--- src/logic/asw_pkg.sv ---
package asw_pkg;
    localparam int ADDR_W = 17;
    localparam int DATA_W = 8;
    // clock, write, read, float and recovery figures for the slowest grade, in ns
    localparam int CLK_NS = 40;
    localparam int T_WC_NS = 150;
    localparam int T_WP_NS = 100;
    localparam int T_RC_NS = 150;
    localparam int T_HZ_NS = 50;
    localparam int T_RECOVER_NS = 5000000;
    localparam int WP_CYC = (T_WP_NS + CLK_NS - 1) / CLK_NS;
    localparam int WC_CYC = (T_WC_NS + CLK_NS - 1) / CLK_NS;
    localparam int RC_CYC = (T_RC_NS + CLK_NS - 1) / CLK_NS;
    localparam int HZ_CYC = (T_HZ_NS + CLK_NS - 1) / CLK_NS;
    localparam int RECOVER_CYC = (T_RECOVER_NS + CLK_NS - 1) / CLK_NS;
    localparam int CNT_W = 18;
    localparam logic [CNT_W-1:0] CNT_ONE = 18'h00001;
    localparam logic [CNT_W-1:0] CNT_ZERO = 18'h00000;

    typedef enum logic [2:0] {
        ASW_IDLE,
        ASW_WSETUP,
        ASW_WPULSE,
        ASW_RACCESS,
        ASW_TURN,
        ASW_RETAIN,
        ASW_WAKE
    } asw_state_t;
endpackage : asw_pkg

--- src/logic/asw_sync.sv ---
`timescale 1ns/1ns
module asw_sync #(
    parameter int WIDTH = 8
) (
    input wire logic clk,
    input wire logic rst_n,
    input wire logic [WIDTH-1:0] din,
    output logic [WIDTH-1:0] dout
);
    logic [WIDTH-1:0] stage1_r;
    logic [WIDTH-1:0] stage2_r;

    always_ff @(posedge clk or negedge rst_n)
    begin
        if (!rst_n)
        begin
            stage1_r <= '0;
            stage2_r <= '0;
        end
        else
        begin
            stage1_r <= din;
            stage2_r <= stage1_r;
        end
    end

    assign dout = stage2_r;
endmodule : asw_sync

--- src/logic/asw_sram_host.sv ---
`timescale 1ns/1ns
// Notes on behaviour
// RULE1 - memory writes only while primary select low, strobe low, secondary high
// RULE2 - select arriving at or after strobe fall keeps memory pins undriven
// RULE3 - write strobe low forces memory data pins to high impedance
// RULE4 - host holds output gate high whenever memory pins must stay undriven
// RULE5 - during address change a select or the strobe stays inactive
// RULE6 - host drives data only after the memory has released the bus
// RULE7 - retention by primary select: secondary select held at a full level
// RULE8 - retention by secondary select low: other inputs may float
// RULE9 - write strobe stays high for the whole read cycle
// RULE10 - deselected memory neither writes nor drives, and keeps contents
module asw_sram_host #(
    parameter int RECOVER_CYCLES = asw_pkg::RECOVER_CYC
) (
    input wire logic clk,
    input wire logic rst_n,
    input wire logic reqValid,
    output logic reqReady,
    input wire logic reqWrite,
    input wire logic [asw_pkg::ADDR_W-1:0] reqAddr,
    input wire logic [asw_pkg::DATA_W-1:0] reqWdata,
    output logic rdValid,
    output logic [asw_pkg::DATA_W-1:0] rdData,
    input wire logic retainReq,
    output logic retaining,
    output logic [asw_pkg::ADDR_W-1:0] memAddr,
    output logic primary_select_n,
    output logic secondary_select,
    output logic memWe_n,
    output logic memOe_n,
    output logic [asw_pkg::DATA_W-1:0] memDqOut,
    output logic memDqOe_n,
    input wire logic [asw_pkg::DATA_W-1:0] memDqIn
);
    import asw_pkg::*;

    // refuse a recovery count that the counter cannot hold
    if (RECOVER_CYCLES < 1 || RECOVER_CYCLES >= (1 << CNT_W))
    begin : g_bad_recover
        $error("asw_sram_host: RECOVER_CYCLES out of range");
    end

    asw_state_t state_r, state_nxt;
    logic [CNT_W-1:0] cnt_r, cnt_nxt;
    logic [ADDR_W-1:0] addr_r, addr_nxt;
    logic [DATA_W-1:0] wdata_r, wdata_nxt;
    logic [DATA_W-1:0] rdData_r, rdData_nxt;
    logic rdValid_r, rdValid_nxt;
    logic pcs_r, pcs_nxt;
    logic scs_r, scs_nxt;
    logic we_r, we_nxt;
    logic oe_r, oe_nxt;
    logic dqOe_r, dqOe_nxt;
    logic [DATA_W-1:0] dqSync;

    asw_sync #(.WIDTH(DATA_W)) u_asw_sync (
        .clk(clk),
        .rst_n(rst_n),
        .din(memDqIn),
        .dout(dqSync)
    );

    localparam logic [CNT_W-1:0] WP_N = CNT_W'(WP_CYC);
    localparam logic [CNT_W-1:0] WC_REST = CNT_W'(WC_CYC - WP_CYC);
    // extra cycles cover the data synchroniser
    localparam int SYNC_STAGES = 2;
    localparam logic [CNT_W-1:0] RC_N = CNT_W'(RC_CYC + SYNC_STAGES);
    localparam logic [CNT_W-1:0] HZ_N = CNT_W'(HZ_CYC);

    always_comb
    begin
        state_nxt = state_r;
        cnt_nxt = (cnt_r != CNT_ZERO) ? cnt_r - CNT_ONE : CNT_ZERO;
        addr_nxt = addr_r;
        wdata_nxt = wdata_r;
        rdData_nxt = rdData_r;
        rdValid_nxt = 1'b0;
        pcs_nxt = pcs_r;
        scs_nxt = scs_r;
        we_nxt = we_r;
        oe_nxt = oe_r;
        dqOe_nxt = dqOe_r;
        unique case (state_r)
            ASW_IDLE:
            begin
                pcs_nxt = 1'b1;
                we_nxt = 1'b1;
                oe_nxt = 1'b1;
                dqOe_nxt = 1'b1;
                scs_nxt = 1'b1;
                if (retainReq)
                begin
                    // secondary low is the retention that lets the rest float
                    scs_nxt = 1'b0; // see RULE8
                    state_nxt = ASW_RETAIN;
                end
                else if (reqValid && reqWrite)
                begin
                    // write address moves while all strobes are idle; a read address loads on the edge that drops select and output gate
                    addr_nxt = reqAddr; // see RULE5
                    wdata_nxt = reqWdata;
                    state_nxt = ASW_WSETUP;
                end
                else if (reqValid)
                begin
                    addr_nxt = reqAddr; // see RULE5
                    state_nxt = ASW_RACCESS;
                    pcs_nxt = 1'b0;
                    oe_nxt = 1'b0;
                    cnt_nxt = RC_N;
                end
            end
            ASW_WSETUP:
            begin
                // select and strobe fall together, memory never drives
                pcs_nxt = 1'b0; // see RULE2
                we_nxt = 1'b0; // see RULE1
                oe_nxt = 1'b1; // see RULE4
                dqOe_nxt = 1'b0; // see RULE6
                cnt_nxt = WP_N;
                state_nxt = ASW_WPULSE;
            end
            ASW_WPULSE:
            begin
                if (cnt_r == CNT_ONE)
                begin
                    we_nxt = 1'b1;
                    pcs_nxt = 1'b1;
                    cnt_nxt = WC_REST;
                    state_nxt = ASW_TURN;
                end
            end
            ASW_RACCESS:
            begin
                we_nxt = 1'b1; // see RULE9
                if (cnt_r == CNT_ONE)
                begin
                    rdData_nxt = dqSync;
                    rdValid_nxt = 1'b1;
                    pcs_nxt = 1'b1;
                    oe_nxt = 1'b1;
                    cnt_nxt = HZ_N;
                    state_nxt = ASW_TURN;
                end
            end
            ASW_TURN:
            begin
                // release and output float time before the next cycle
                dqOe_nxt = 1'b1;
                if (cnt_r <= CNT_ONE)
                    state_nxt = ASW_IDLE;
            end
            ASW_RETAIN:
            begin
                // primary held inactive too, secondary at a full low level
                scs_nxt = 1'b0; // see RULE7
                pcs_nxt = 1'b1;
                if (!retainReq)
                begin
                    cnt_nxt = CNT_W'(RECOVER_CYCLES);
                    state_nxt = ASW_WAKE;
                end
            end
            ASW_WAKE:
            begin
                scs_nxt = 1'b0; // see RULE10
                if (cnt_r <= CNT_ONE)
                    state_nxt = ASW_IDLE;
            end
        endcase
    end

    always_ff @(posedge clk or negedge rst_n)
    begin
        if (!rst_n)
        begin
            state_r <= ASW_IDLE;
            cnt_r <= CNT_ZERO;
            addr_r <= '0;
            wdata_r <= '0;
            rdData_r <= '0;
            rdValid_r <= 1'b0;
            pcs_r <= 1'b1;
            scs_r <= 1'b1;
            we_r <= 1'b1;
            oe_r <= 1'b1;
            dqOe_r <= 1'b1;
        end
        else
        begin
            state_r <= state_nxt;
            cnt_r <= cnt_nxt;
            addr_r <= addr_nxt;
            wdata_r <= wdata_nxt;
            rdData_r <= rdData_nxt;
            rdValid_r <= rdValid_nxt;
            pcs_r <= pcs_nxt;
            scs_r <= scs_nxt;
            we_r <= we_nxt;
            oe_r <= oe_nxt;
            dqOe_r <= dqOe_nxt;
        end
    end

    assign reqReady = (state_r == ASW_IDLE) && !retainReq;
    assign rdValid = rdValid_r;
    assign rdData = rdData_r;
    assign retaining = (state_r == ASW_RETAIN) || (state_r == ASW_WAKE);
    assign memAddr = addr_r;
    assign primary_select_n = pcs_r;
    assign secondary_select = scs_r;
    assign memWe_n = we_r;
    assign memOe_n = oe_r;
    assign memDqOut = wdata_r;
    assign memDqOe_n = dqOe_r;

    a_addr_stable_active: assert property (@(posedge clk) disable iff (!rst_n)
        (!pcs_r && scs_r && !we_r) |=> $stable(addr_r)) // see RULE5
        else $error("address moved during an active write");
    a_drive_gate_high: assert property (@(posedge clk) disable iff (!rst_n)
        !dqOe_r |-> oe_r) // see RULE6
        else $error("host drives data while output gate enabled");
    a_read_strobe_high: assert property (@(posedge clk) disable iff (!rst_n)
        (state_r == ASW_RACCESS) |-> we_r) // see RULE9
        else $error("write strobe low during read");
    a_write_pulse_len: assert property (@(posedge clk) disable iff (!rst_n)
        $fell(we_r) |-> !we_r [*3] ##1 we_r) // see RULE1
        else $error("write pulse length wrong");
    a_select_with_strobe: assert property (@(posedge clk) disable iff (!rst_n)
        $fell(pcs_r) && (state_r == ASW_WPULSE) |-> $fell(we_r)) // see RULE2
        else $error("select fell before write strobe");
    a_retain_held: assert property (@(posedge clk) disable iff (!rst_n)
        (state_r == ASW_RETAIN) |-> !scs_r && pcs_r && we_r) // see RULE7
        else $error("retention levels wrong");
    a_retain_float_ok: assert property (@(posedge clk) disable iff (!rst_n)
        $rose(retaining) |-> $past(state_r) == ASW_IDLE && dqOe_r) // see RULE8
        else $error("entered retention with bus driven");
    a_wake_deselect: assert property (@(posedge clk) disable iff (!rst_n)
        (state_r == ASW_WAKE) |-> !scs_r && we_r && dqOe_r) // see RULE10
        else $error("memory selected during recovery");
    a_gate_off_write: assert property (@(posedge clk) disable iff (!rst_n)
        !we_r |-> oe_r) // see RULE4
        else $error("output gate low during write");

    c_write: cover property (@(posedge clk) disable iff (!rst_n) $rose(we_r) && state_r == ASW_TURN);
    c_read: cover property (@(posedge clk) disable iff (!rst_n) rdValid_r);
    c_retain: cover property (@(posedge clk) disable iff (!rst_n) state_r == ASW_WAKE ##1 state_r == ASW_IDLE);
endmodule : asw_sram_host

--- config.mk ---
export PLATFORM = sky130hd
export DESIGN_NAME = asw_sram_host
export DESIGN_NICKNAME = d
export VERILOG_FILES = /design/src/logic/asw_pkg.sv /design/src/logic/asw_sync.sv /design/src/logic/asw_sram_host.sv
export SDC_FILE = /design/constraint.sdc
export NUM_CORES = 1
export LEC_CHECK = 0
export BUFFER_PORTS_ARGS = -buffer_cell sky130_fd_sc_hd__buf_2
export CAP_MARGIN = 15
export CORE_MARGIN = 4
export CORE_UTILIZATION = 45
export DETAILED_ROUTE_END_ITERATION = 8
export PLACE_DENSITY = 0.7
export SYNTH_ARGS = -nofsm -noshare
export SYNTH_HDL_FRONTEND = slang
export SYNTH_SLANG_ARGS = --single-unit
--- constraint.sdc ---
create_clock -name clk -period 2.3 [get_ports clk]
set_clock_uncertainty 0.1 [all_clocks]
set_input_delay 0.23 -clock clk [delete_from_list [all_inputs] [get_ports clk]]
set_output_delay 0.23 -clock clk [all_outputs]
set_load 0.02 [all_outputs]
==> results of run 1 <==
## synthesized netlist by cell type, types with 6 or more instances
cell type | number | area share [%]
dfrtp_1 | 71 | 54
mux2_2 | 25 | 8.6
nor2_1 | 22 | 2.5
o21ai_0 | 13 | 2.0
a21oi_1 | 12 | 1.8
nand2_1 | 10 | 1.1
nor3_1 | 9 | 1.4
mux2_4 | 8 | 3.7
clkbuf_1 | 7 | 0.80
xnor2_1 | 7 | 1.9
a31oi_1 | 6 | 1.1
inv_1 | 6 | 0.69
## worst max-delay path, cell delays in order, from the launching register on
cell and delay [ps]:
dfrtp_1 450, nor3_4 260, and4_2 300, nand3_4 80
or4_1 400, buf_4 200, mux2_4 310
## metrics by stage
step / utilization, % / total power, mW / cells / area, sq um
global route: 62.1 / 6.31 / 479 / 4290
floorplan: - / 3.89 / 264 / 3270
finish: 62.1 / 5.89 / 479 / 4290
detailed placement: 55.5 / 4.70 / 441 / 3830
CTS: 61.4 / 5.92 / 475 / 4240
global placement: 55.5 / 4.65 / 441 / 3830
## layer usage
metal | up-vias | part of all wire [%] | wire, um
met3 | 10 | 7.5 | 532
met2 | 82 | 48 | 3360
li1 | 1182 | - | -
met4 | 0 | 1.6 | 116
met5 | - | 0 | 0
met1 | 1179 | 43 | 3040
## worst min-delay path by stage
stage,slack [ps],cells after the start,from,to
2_1_floorplan,-170,0,rst_n,cnt_r[0]
3_3_place_gp,140,1,rst_n,rdData[4]
3_5_place_dp,150,1,rst_n,rdData[4]
4_1_cts,0.3,2,reqWdata[2],memDqOut[2]
5_1_grt,2,2,reqAddr[14],memAddr[14]
6_report,10,2,reqAddr[12],memAddr[12]
## logic make-up (layout without fill, tap and decap cells)
group / count (synthesis) / after routing / share of synthesized area, %
flops: 76 / 76 / 58.4
simple gates: 74 / 74 / 13.0
compound gates: 53 / 53 / 10.4
mux: 34 / 34 / 12.6
buf+inv: 15 / 134 / 2.18
xor+xnor: 10 / 10 / 2.68
fa+ha+maj: 2 / 2 / 0.766
## final cells by class
class,instances,area (sq um),area share (%)
Sequential cell,76,1910,44.5
Multi-Input combinational cell,173,1290,30.2
Timing Repair Buffer,112,716,16.7
Clock buffer,9,124,2.89
Tap cell,96,120,2.80
Clock inverter,7,106,2.48
Inverter,6,22.5,0.525
## power groups by stage
| stage | Sequential, mW | Clock, mW | Combinational, mW |
|---|---|---|---|
| CTS | 2.17 | 1.19 | 2.55 |
| detailed placement | 2.19 | 0 | 2.51 |
| floorplan | 2.51 | 0 | 1.38 |
| global route | 2.24 | 1.25 | 2.82 |
| finish | 2.18 | 1.16 | 2.55 |
| global placement | 2.17 | 0 | 2.48 |
## registers in the layout, summed over array words and instances (netlist names), 3 cells and up
| register | cells |
|---|---|
| cnt_r | 18 |
| memAddr | 17 |
| memDqOut | 8 |
| rdData | 8 |
| state_r | 3 |
| u_asw_sync.dout | 8 |
| u_asw_sync.stage1_r | 8 |
## timing repair
action / 4_1_cts / 5_1_grt
hold endpoints to repair: 53 / 4
hold buffers: 18 / 4
resized for setup: 0 / 2
setup buffers: 0 / 0
setup endpoints to repair: 0 / 8
==> impl_metrics.py, run 1 <==
metrics = {
    "global_routing": {
        "grt_pass1_vias": 2505,
        "antenna_found_initial": 0,
        "grt_pass1_wl_um": 11900,
        "met2_usage_pct": 27.1,
        "gr-max-usage-layer": "met2",
        "use_met1_pct": 22.6,
        "met3_usage_pct": 6.03,
        "overflow": 0,
        "grt_usage_pct": 17.4,
        "grt_max_degree": 42,
    },
    "setup_path": {
        "arrival_ps": 2330,
        "worstPathRequired_ps": 2430,
        "reg2reg_depth": 6,
        "start_kind": "register",
        "r2r_end": "rdData[7]",
        "critPathMaxFanout": 8,
        "endpoint": "rdData[7]",
        "end_kind": "register",
        "critPathLaunch": "cnt_r[5]",
        "r2r_start": "cnt_r[5]",
        "crit_type": "reg -> reg",
        "r2r_setup_slack_ps": 100,
    },
    "pwr": {
        "power.density_nw_per_um2": 1370,
        "intPower_mw": 3.56,
        "seqPwrFrac_pct": 37.0,
        "switching_power_mw": 2.33,
        "clkPwrFrac_pct": 19.7,
        "ir_drop_v": 0.000762,
        "swShare_pct": 39.6,
        "leakagePower_nw": 2.07,
        "combPwrFrac_pct": 43.4,
    },
    "drt": {
        "vias": 2453,
        "postRouteAntennaNets": 0,
        "routed_wl_um": 7050,
        "drc": 0,
        "drt-initial-drc-count": 92,
        "firstDrtPassIters": 4,
        "avgViaCountPerCell": 5.12,
        "wl_per_cell_um": 14.7,
    },
    "finish": {
        "n_antenna_cell": 0,
        "syn2layout_area_growth_pct": 31.4,
        "final_common_cell": "buf_2",
        "drive_gt1_share_pct": 39.9,
        "final_cell_mix": "buf_2, dfrtp_1, mux2_2",
        "fillCellCount": 564,
        "nNetsFinal": 418,
    },
    "yosys": {
        "synth-edff-count": 0,
        "async_flop_share_pct": 100,
        "yosys_warnings": 0,
        "syn_area_sq_um": 3270,
        "synth_area_per_cell_sq_um": 12.4,
        "syn_nets": 304,
        "synth-seq-cells": 76,
        "seq_area_frac_synth_pct": 58.4,
        "netlist_instances": 264,
        "synth_cell_type_count": 47,
        "synth_flop_cell": "dfrtp_1",
    },
    "cts": {
        "cts_tree": "done",
        "clockBufferDepth": 2,
        "htreeDepth": 3,
        "clk_pin_slew_ps": 80,
        "clock_latency_ps": 350,
        "cts.sinks": 76,
        "root_buffer": "clkbuf_8",
        "cts_buffers": 9,
    },
    "placement": {
        "place.gp.congestion": 0.879,
        "place_ws_ps": 92.7,
        "hpwl_um": 4860,
        "io_buffers": 78,
    },
    "worst_hold_path": {
        "hold_path_class": "in -> reg",
    },
    "timing": {
        "timing.fmax_mhz": 454,
        "slew_viol_final": 0,
        "finalSetupTns_ps": 0,
        "hold_viol": 0,
        "hold_ws_ps": 12.6,
        "finalSetupViolCount": 0,
        "finalCritPeriodShare_pct": 95.7,
        "max_slew_margin_pct": 65.3,
        "min_period_ps": 2200,
        "setup_ws_ps": 99.5,
        "rsz0062_at_grt": "false",
        "worst_pin_slew_ps": 521,
    },
    "floorplanning": {
        "io-pin-count": 79,
        "die-area_sq_um": 8690,
        "start_util_pct": 47.3,
        "core_sq_um": 6910,
        "die_y_um": 93.2,
        "die_w_um": 93.2,
        "placementRows": 30,
    },
    "outcome": {
        "status": "completed",
    },
    "flow_run": {
        "cap_violations": 0,
    },
}
(Power assumes the default switching activity.)
==> run 2, diff against run 1 <==
--- a/config.mk
+++ b/config.mk
@@ -7,10 +7,12 @@
 export LEC_CHECK = 0
 export BUFFER_PORTS_ARGS = -buffer_cell sky130_fd_sc_hd__buf_2
 export CAP_MARGIN = 15
+export CELL_PAD_IN_SITES_DETAIL_PLACEMENT = 1
+export CELL_PAD_IN_SITES_GLOBAL_PLACEMENT = 1
 export CORE_MARGIN = 4
-export CORE_UTILIZATION = 45
+export CORE_UTILIZATION = 38
 export DETAILED_ROUTE_END_ITERATION = 8
-export PLACE_DENSITY = 0.7
+export PLACE_DENSITY = 0.74
 export SYNTH_ARGS = -nofsm -noshare
 export SYNTH_HDL_FRONTEND = slang
 export SYNTH_SLANG_ARGS = --single-unit
==> impl_metrics.py, run 2 (synthesized netlist as in run 1, its figures left out) <==
metrics = {
    "drt": {
        "postRouteAntennaNets": 0,
        "vias": 2549,
        "firstDrtPassIters": 4,
        "avgViaCountPerCell": 5.18,
        "wl_per_cell_um": 17.6,
        "routed_wl_um": 8660,
        "drt-initial-drc-count": 113,
        "drc": 0,
    },
    "pwr": {
        "swShare_pct": 40.5,
        "clkPwrFrac_pct": 18.7,
        "power.density_nw_per_um2": 1380,
        "ir_drop_v": 0.000707,
        "combPwrFrac_pct": 44.6,
        "seqPwrFrac_pct": 36.6,
        "leakagePower_nw": 2.08,
        "switching_power_mw": 2.43,
        "intPower_mw": 3.57,
    },
    "cts": {
        "cts_buffers": 9,
        "clk_pin_slew_ps": 80,
        "cts.sinks": 76,
        "cts_tree": "done",
        "htreeDepth": 3,
        "clock_latency_ps": 340,
        "root_buffer": "clkbuf_8",
        "clockBufferDepth": 2,
        "post_cts.repair.setup_buffers": 0,
    },
    "floorplanning": {
        "die-area_sq_um": 10100,
        "start_util_pct": 39.4,
        "core_sq_um": 8300,
        "die_w_um": 101,
        "die_y_um": 101,
        "placementRows": 33,
        "io-pin-count": 79,
    },
    "setup_path": {
        "end_kind": "register",
        "reg2reg_depth": 6,
        "arrival_ps": 2350,
        "r2r_setup_slack_ps": 80,
        "worstPathRequired_ps": 2440,
        "r2r_start": "cnt_r[15]",
        "critPathMaxFanout": 8,
        "crit_type": "reg -> reg",
        "r2r_end": "rdData[7]",
        "start_kind": "register",
    },
    "placement": {
        "hpwl_um": 5840,
        "place.gp.congestion": 0.841,
        "io_buffers": 78,
        "placed_cells": 451,
    },
    "worst_hold_path": {
        "hold_path_class": "in -> reg",
        "min_to": "memAddr[10]",
        "worstHoldStart": "reqAddr[10]",
        "min_delay_path_depth": 2,
    },
    "timing": {
        "rsz0062_at_grt": "false",
        "finalSetupViolCount": 0,
        "worst_pin_slew_ps": 515,
        "max_slew_margin_pct": 65.7,
        "finalSetupTns_ps": 0,
        "min_period_ps": 2220,
        "slew_viol_final": 0,
        "finalCritPeriodShare_pct": 96.4,
        "hold_viol": 0,
        "timing.fmax_mhz": 451,
    },
    "global_routing": {
        "antenna_found_initial": 0,
        "grt_max_degree": 40,
        "grt_pass1_vias": 2876,
        "grt_pass1_wl_um": 14100,
        "overflow": 0,
        "grt_usage_pct": 17.7,
    },
    "outcome": {
        "status": "completed",
    },
    "finish": {
        "fillCellCount": 886,
        "final_cell_mix": "buf_2, dfrtp_1, mux2_2, dlygate4sd3_1, nor2_1",
        "largest_reg_flops": 18,
        "final_common_cell": "buf_2",
        "nNetsFinal": 422,
        "n_antenna_cell": 0,
        "regMostFlops": "cnt_r",
        "syn2layout_area_growth_pct": 32.9,
        "drive_gt1_share_pct": 39.3,
        "stdcell_count": 492,
    },
    "flow_run": {
        "cap_violations": 0,
    },
}
## run 2: cell types whose count changed in the layout (fill, tap and decap cells not counted), sizes merged
cell,delta
clkbuf,+2
clkinv,+1
dlygate4sd3,+3
buf,+1
inv,-3
## run 2: worst max-delay path by stage
stage / from / endpoint / slack [ps] / cells after the start
finish: cnt_r[15] / rdData[7] / 80 / 6
global route: cnt_r[5] / rdData[6] / 4 / 6
CTS: cnt_r[13] / rdData[6] / 30 / 6
detailed placement: cnt_r[13] / rdData[6] / 50 / 6
global placement: cnt_r[5] / rdData[3] / 130 / 6
floorplan: state_r[2] / memAddr[10] / 60 / 4
## run 2: per-stage QoR
stage	power, mW	util [%]	hold WS (ps)	cell area, sq um	setup slack, ps
finish	6.01	52.3	7.35	4340	83.4
global route	6.41	52.3	1.02	4340	4.25
CTS	5.96	51.1	0.562	4240	30.2
detailed placement	4.80	46.4	138	3850	49.3
global placement	4.70	46.4	136	3850	133
floorplan	3.89	-	-166	3270	57.3
## run 2: power by group through the flow
| stage | sequential, mW | combinational [mW] | clock, mW |
|---|---|---|---|
| 3_5_place_dp | 2.20 | 2.60 | 0 |
| 5_1_grt | 2.27 | 2.92 | 1.23 |
| 4_1_cts | 2.18 | 2.64 | 1.14 |
| 3_3_place_gp | 2.16 | 2.54 | 0 |
| 6_report | 2.20 | 2.68 | 1.13 |
| 2_1_floorplan | 2.51 | 1.38 | 0 |
## run 2: layer usage
metal  share of wire [%]  GRT usage (%)
met1                  40           21.7
met2                  52           29.1
met3                 6.0           5.95
met4                 1.4           6.11
met5                   0              0
## run 2: what timing repair did
| action | CTS | global route |
|---|---|---|
| setup endpoints to repair | 0 | 8 |
| gates resized for setup | 0 | 5 |
| hold buffers | 17 | 8 |
| hold endpoints to repair | 54 | 8 |
## run 2: final cells by class
class	count	area (sq um)	area share, %
repair buffers	116	753	17.3
clock buffers	11	131	3.03
well taps	105	131	3.03
multi-input cells	173	1310	30.1
clock inverters	5	86.3	1.99
inverters	6	22.5	0.519
flip-flops and latches	76	1910	43.9
## run 2: worst max-delay path, stage by stage (launching register included)
cell	delay, ps
dfrtp_1	440
nor3_4	250
and4_4	280
nand3_4	90
or4_1	440
buf_4	210
mux2_4	300
==> run 3, diff against run 2 <==
--- a/config.mk
+++ b/config.mk
@@ -12,7 +12,7 @@
 export CORE_MARGIN = 4
 export CORE_UTILIZATION = 38
 export DETAILED_ROUTE_END_ITERATION = 8
-export PLACE_DENSITY = 0.74
+export PLACE_DENSITY = 0.82
 export SYNTH_ARGS = -nofsm -noshare
 export SYNTH_HDL_FRONTEND = slang
 export SYNTH_SLANG_ARGS = --single-unit
==> impl_metrics.py, run 3 (synthesized netlist as in run 1, its figures left out) <==
metrics = {
    "finish": {
        "largest_reg_flops": 18,
        "drive_gt1_share_pct": 39.5,
        "nNetsFinal": 430,
        "final_cell_mix": "buf_2, dfrtp_1, dlygate4sd3_1",
        "regMostFlops": "cnt_r",
        "final_common_cell": "buf_2",
        "syn2layout_area_growth_pct": 34.5,
        "stdcell_area_sq_um": 4400,
        "fillCellCount": 870,
        "n_antenna_cell": 0,
    },
    "setup_path": {
        "path_delay_family": "simple AND/OR/NAND/NOR gates",
        "worstPathRequired_ps": 2450,
        "cp_num_cells": 6,
        "worst-path-buf-inv": 1,
        "critPathMaxFanout": 8,
        "start_kind": "register",
        "crit_type": "reg -> reg",
        "reg2reg_depth": 6,
        "arrival_ps": 2390,
        "end_kind": "register",
        "slowest_stage": "or4_1",
        "crit_path_max_incr_delay_ps": 470,
        "cp_cell_sequence": "nor3_4 > and4_4 > nand3_4 > or4_1 > buf_6 > mux2_4",
    },
    "pwr": {
        "power.density_nw_per_um2": 1350,
        "clkPwrFrac_pct": 16.9,
        "seqPwrFrac_pct": 37.6,
        "ir_drop_v": 0.000761,
        "leakagePower_nw": 2.10,
        "combPwrFrac_pct": 45.5,
        "swShare_pct": 43.0,
        "switching_power_mw": 2.56,
        "intPower_mw": 3.39,
    },
    "outcome": {
        "status": "completed",
    },
    "timing": {
        "finalSetupViolCount": 0,
        "finalCritPeriodShare_pct": 97.1,
        "timing.fmax_mhz": 448,
        "hold_viol": 0,
        "min_period_ps": 2230,
        "rsz0062_at_grt": "false",
        "max_slew_margin_pct": 67.9,
        "finalSetupTns_ps": 0,
        "slew_viol_final": 0,
        "worst_pin_slew_ps": 477,
    },
    "cts": {
        "cts_buffers": 9,
        "cts.sinks": 76,
        "cts_tree": "done",
        "post_cts.repair.setup_buffers": 0,
        "clock_latency_ps": 370,
        "clockBufferDepth": 2,
        "root_buffer": "clkbuf_8",
        "htreeDepth": 3,
        "clk_pin_slew_ps": 90,
    },
    "floorplanning": {
        "placementRows": 33,
        "start_util_pct": 39.4,
        "die_y_um": 101,
        "die-area_sq_um": 10100,
        "die_w_um": 101,
        "io-pin-count": 79,
        "core_sq_um": 8300,
    },
    "global_routing": {
        "grt_max_degree": 40,
        "overflow": 0,
        "grt_usage_pct": 19.8,
        "grt_pass1_vias": 2988,
        "grt_pass1_wl_um": 15600,
        "antenna_found_initial": 0,
    },
    "worst_hold_path": {
        "hold_path_class": "in -> reg",
        "min_delay_path_depth": 2,
    },
    "placement": {
        "place.gp.congestion": 0.837,
        "io_buffers": 78,
        "hpwl_um": 5810,
        "placed_area_sq_um": 3850,
    },
    "drt": {
        "postRouteAntennaNets": 0,
        "firstDrtPassIters": 4,
        "drc": 0,
        "drt-initial-drc-count": 122,
        "wl_per_cell_um": 18.6,
        "vias": 2619,
        "avgViaCountPerCell": 5.24,
        "routed_wl_um": 9290,
    },
    "flow_run": {
        "cap_violations": 0,
    },
}
## run 3: changes by cell type in the layout (fill, tap and decap cells not counted), sizes merged
cell	before	now
bufinv	2	0
clkbuf	11	9
clkinv	3	2
clkinvlp	0	1
dlygate4sd3	25	33
inv	6	10
## run 3: power groups by stage
stage / Clock, mW / Sequential [mW] / Combinational, mW
6_report: 1.00 / 2.24 / 2.70
5_1_grt: 1.09 / 2.31 / 2.96
4_1_cts: 1.01 / 2.20 / 2.65
3_5_place_dp: 0 / 2.22 / 2.59
3_3_place_gp: 0 / 2.18 / 2.50
2_1_floorplan: 0 / 2.51 / 1.38
## run 3: layout make-up
class,instances,area [sq um],share of cell area [%]
Clock buffer,9,124,2.82
Clock inverter,7,67.6,1.54
Inverter,6,22.5,0.512
Multi-Input combinational cell,173,1300,29.6
Sequential cell,76,1910,43.5
Tap cell,105,131,2.99
Timing Repair Buffer,124,837,19.0
## run 3: repair_timing
action,CTS,global route
hold buffers,32,1
setup endpoints to repair,0,8
hold endpoints to repair,64,1
resized for setup,0,7
## run 3: final timing paths
path | startpoint | endpoint | slack (ps)
setup / recovery | cnt_r[13] | rdData[4] | 70
hold / removal | reqWdata[0] | memDqOut[0] | 20
setup reg to reg | cnt_r[13] | rdData[4] | 70
hold reg to reg | u_asw_sync.stage1_r[5] | u_asw_sync.dout[5] | 260
max in group asynchronous | rst_n | memOe_n | 1160
min in group asynchronous | rst_n | memAddr[13] | 300
## run 3: routing by layer
metal / global-route usage, % / share of wire (%) / vias up
met1: 23.8 / 40 / 1323
met5: 0 / 0 / -
met3: 7.06 / 6.3 / 12
met4: 6.11 / 1.6 / 0
li1: - / - / 1206
met2: 33.3 / 52 / 78
## run 3: worst register-to-register path, cell delays in order (launching register included)
cell,delay (ps)
dfrtp_2,460
nor3_4,230
and4_4,280
nand3_4,90
or4_1,470
buf_6,190
mux2_4,300
## run 3: per-stage QoR
stage / hold WS, ps / setup WS [ps] / power, mW / util [%] / std cells
after global routing: 4.35 / 24.3 / 6.36 / 53.0 / 500
after detailed placement: 124 / 42.3 / 4.80 / 46.4 / 451
after CTS: 1.96 / 16.2 / 5.86 / 52.6 / 499
final: 24.7 / 66.7 / 5.95 / 53.0 / 500
after floorplan: -166 / 57.3 / 3.89 / - / 264
after global placement: 127 / 129 / 4.68 / 46.4 / 451
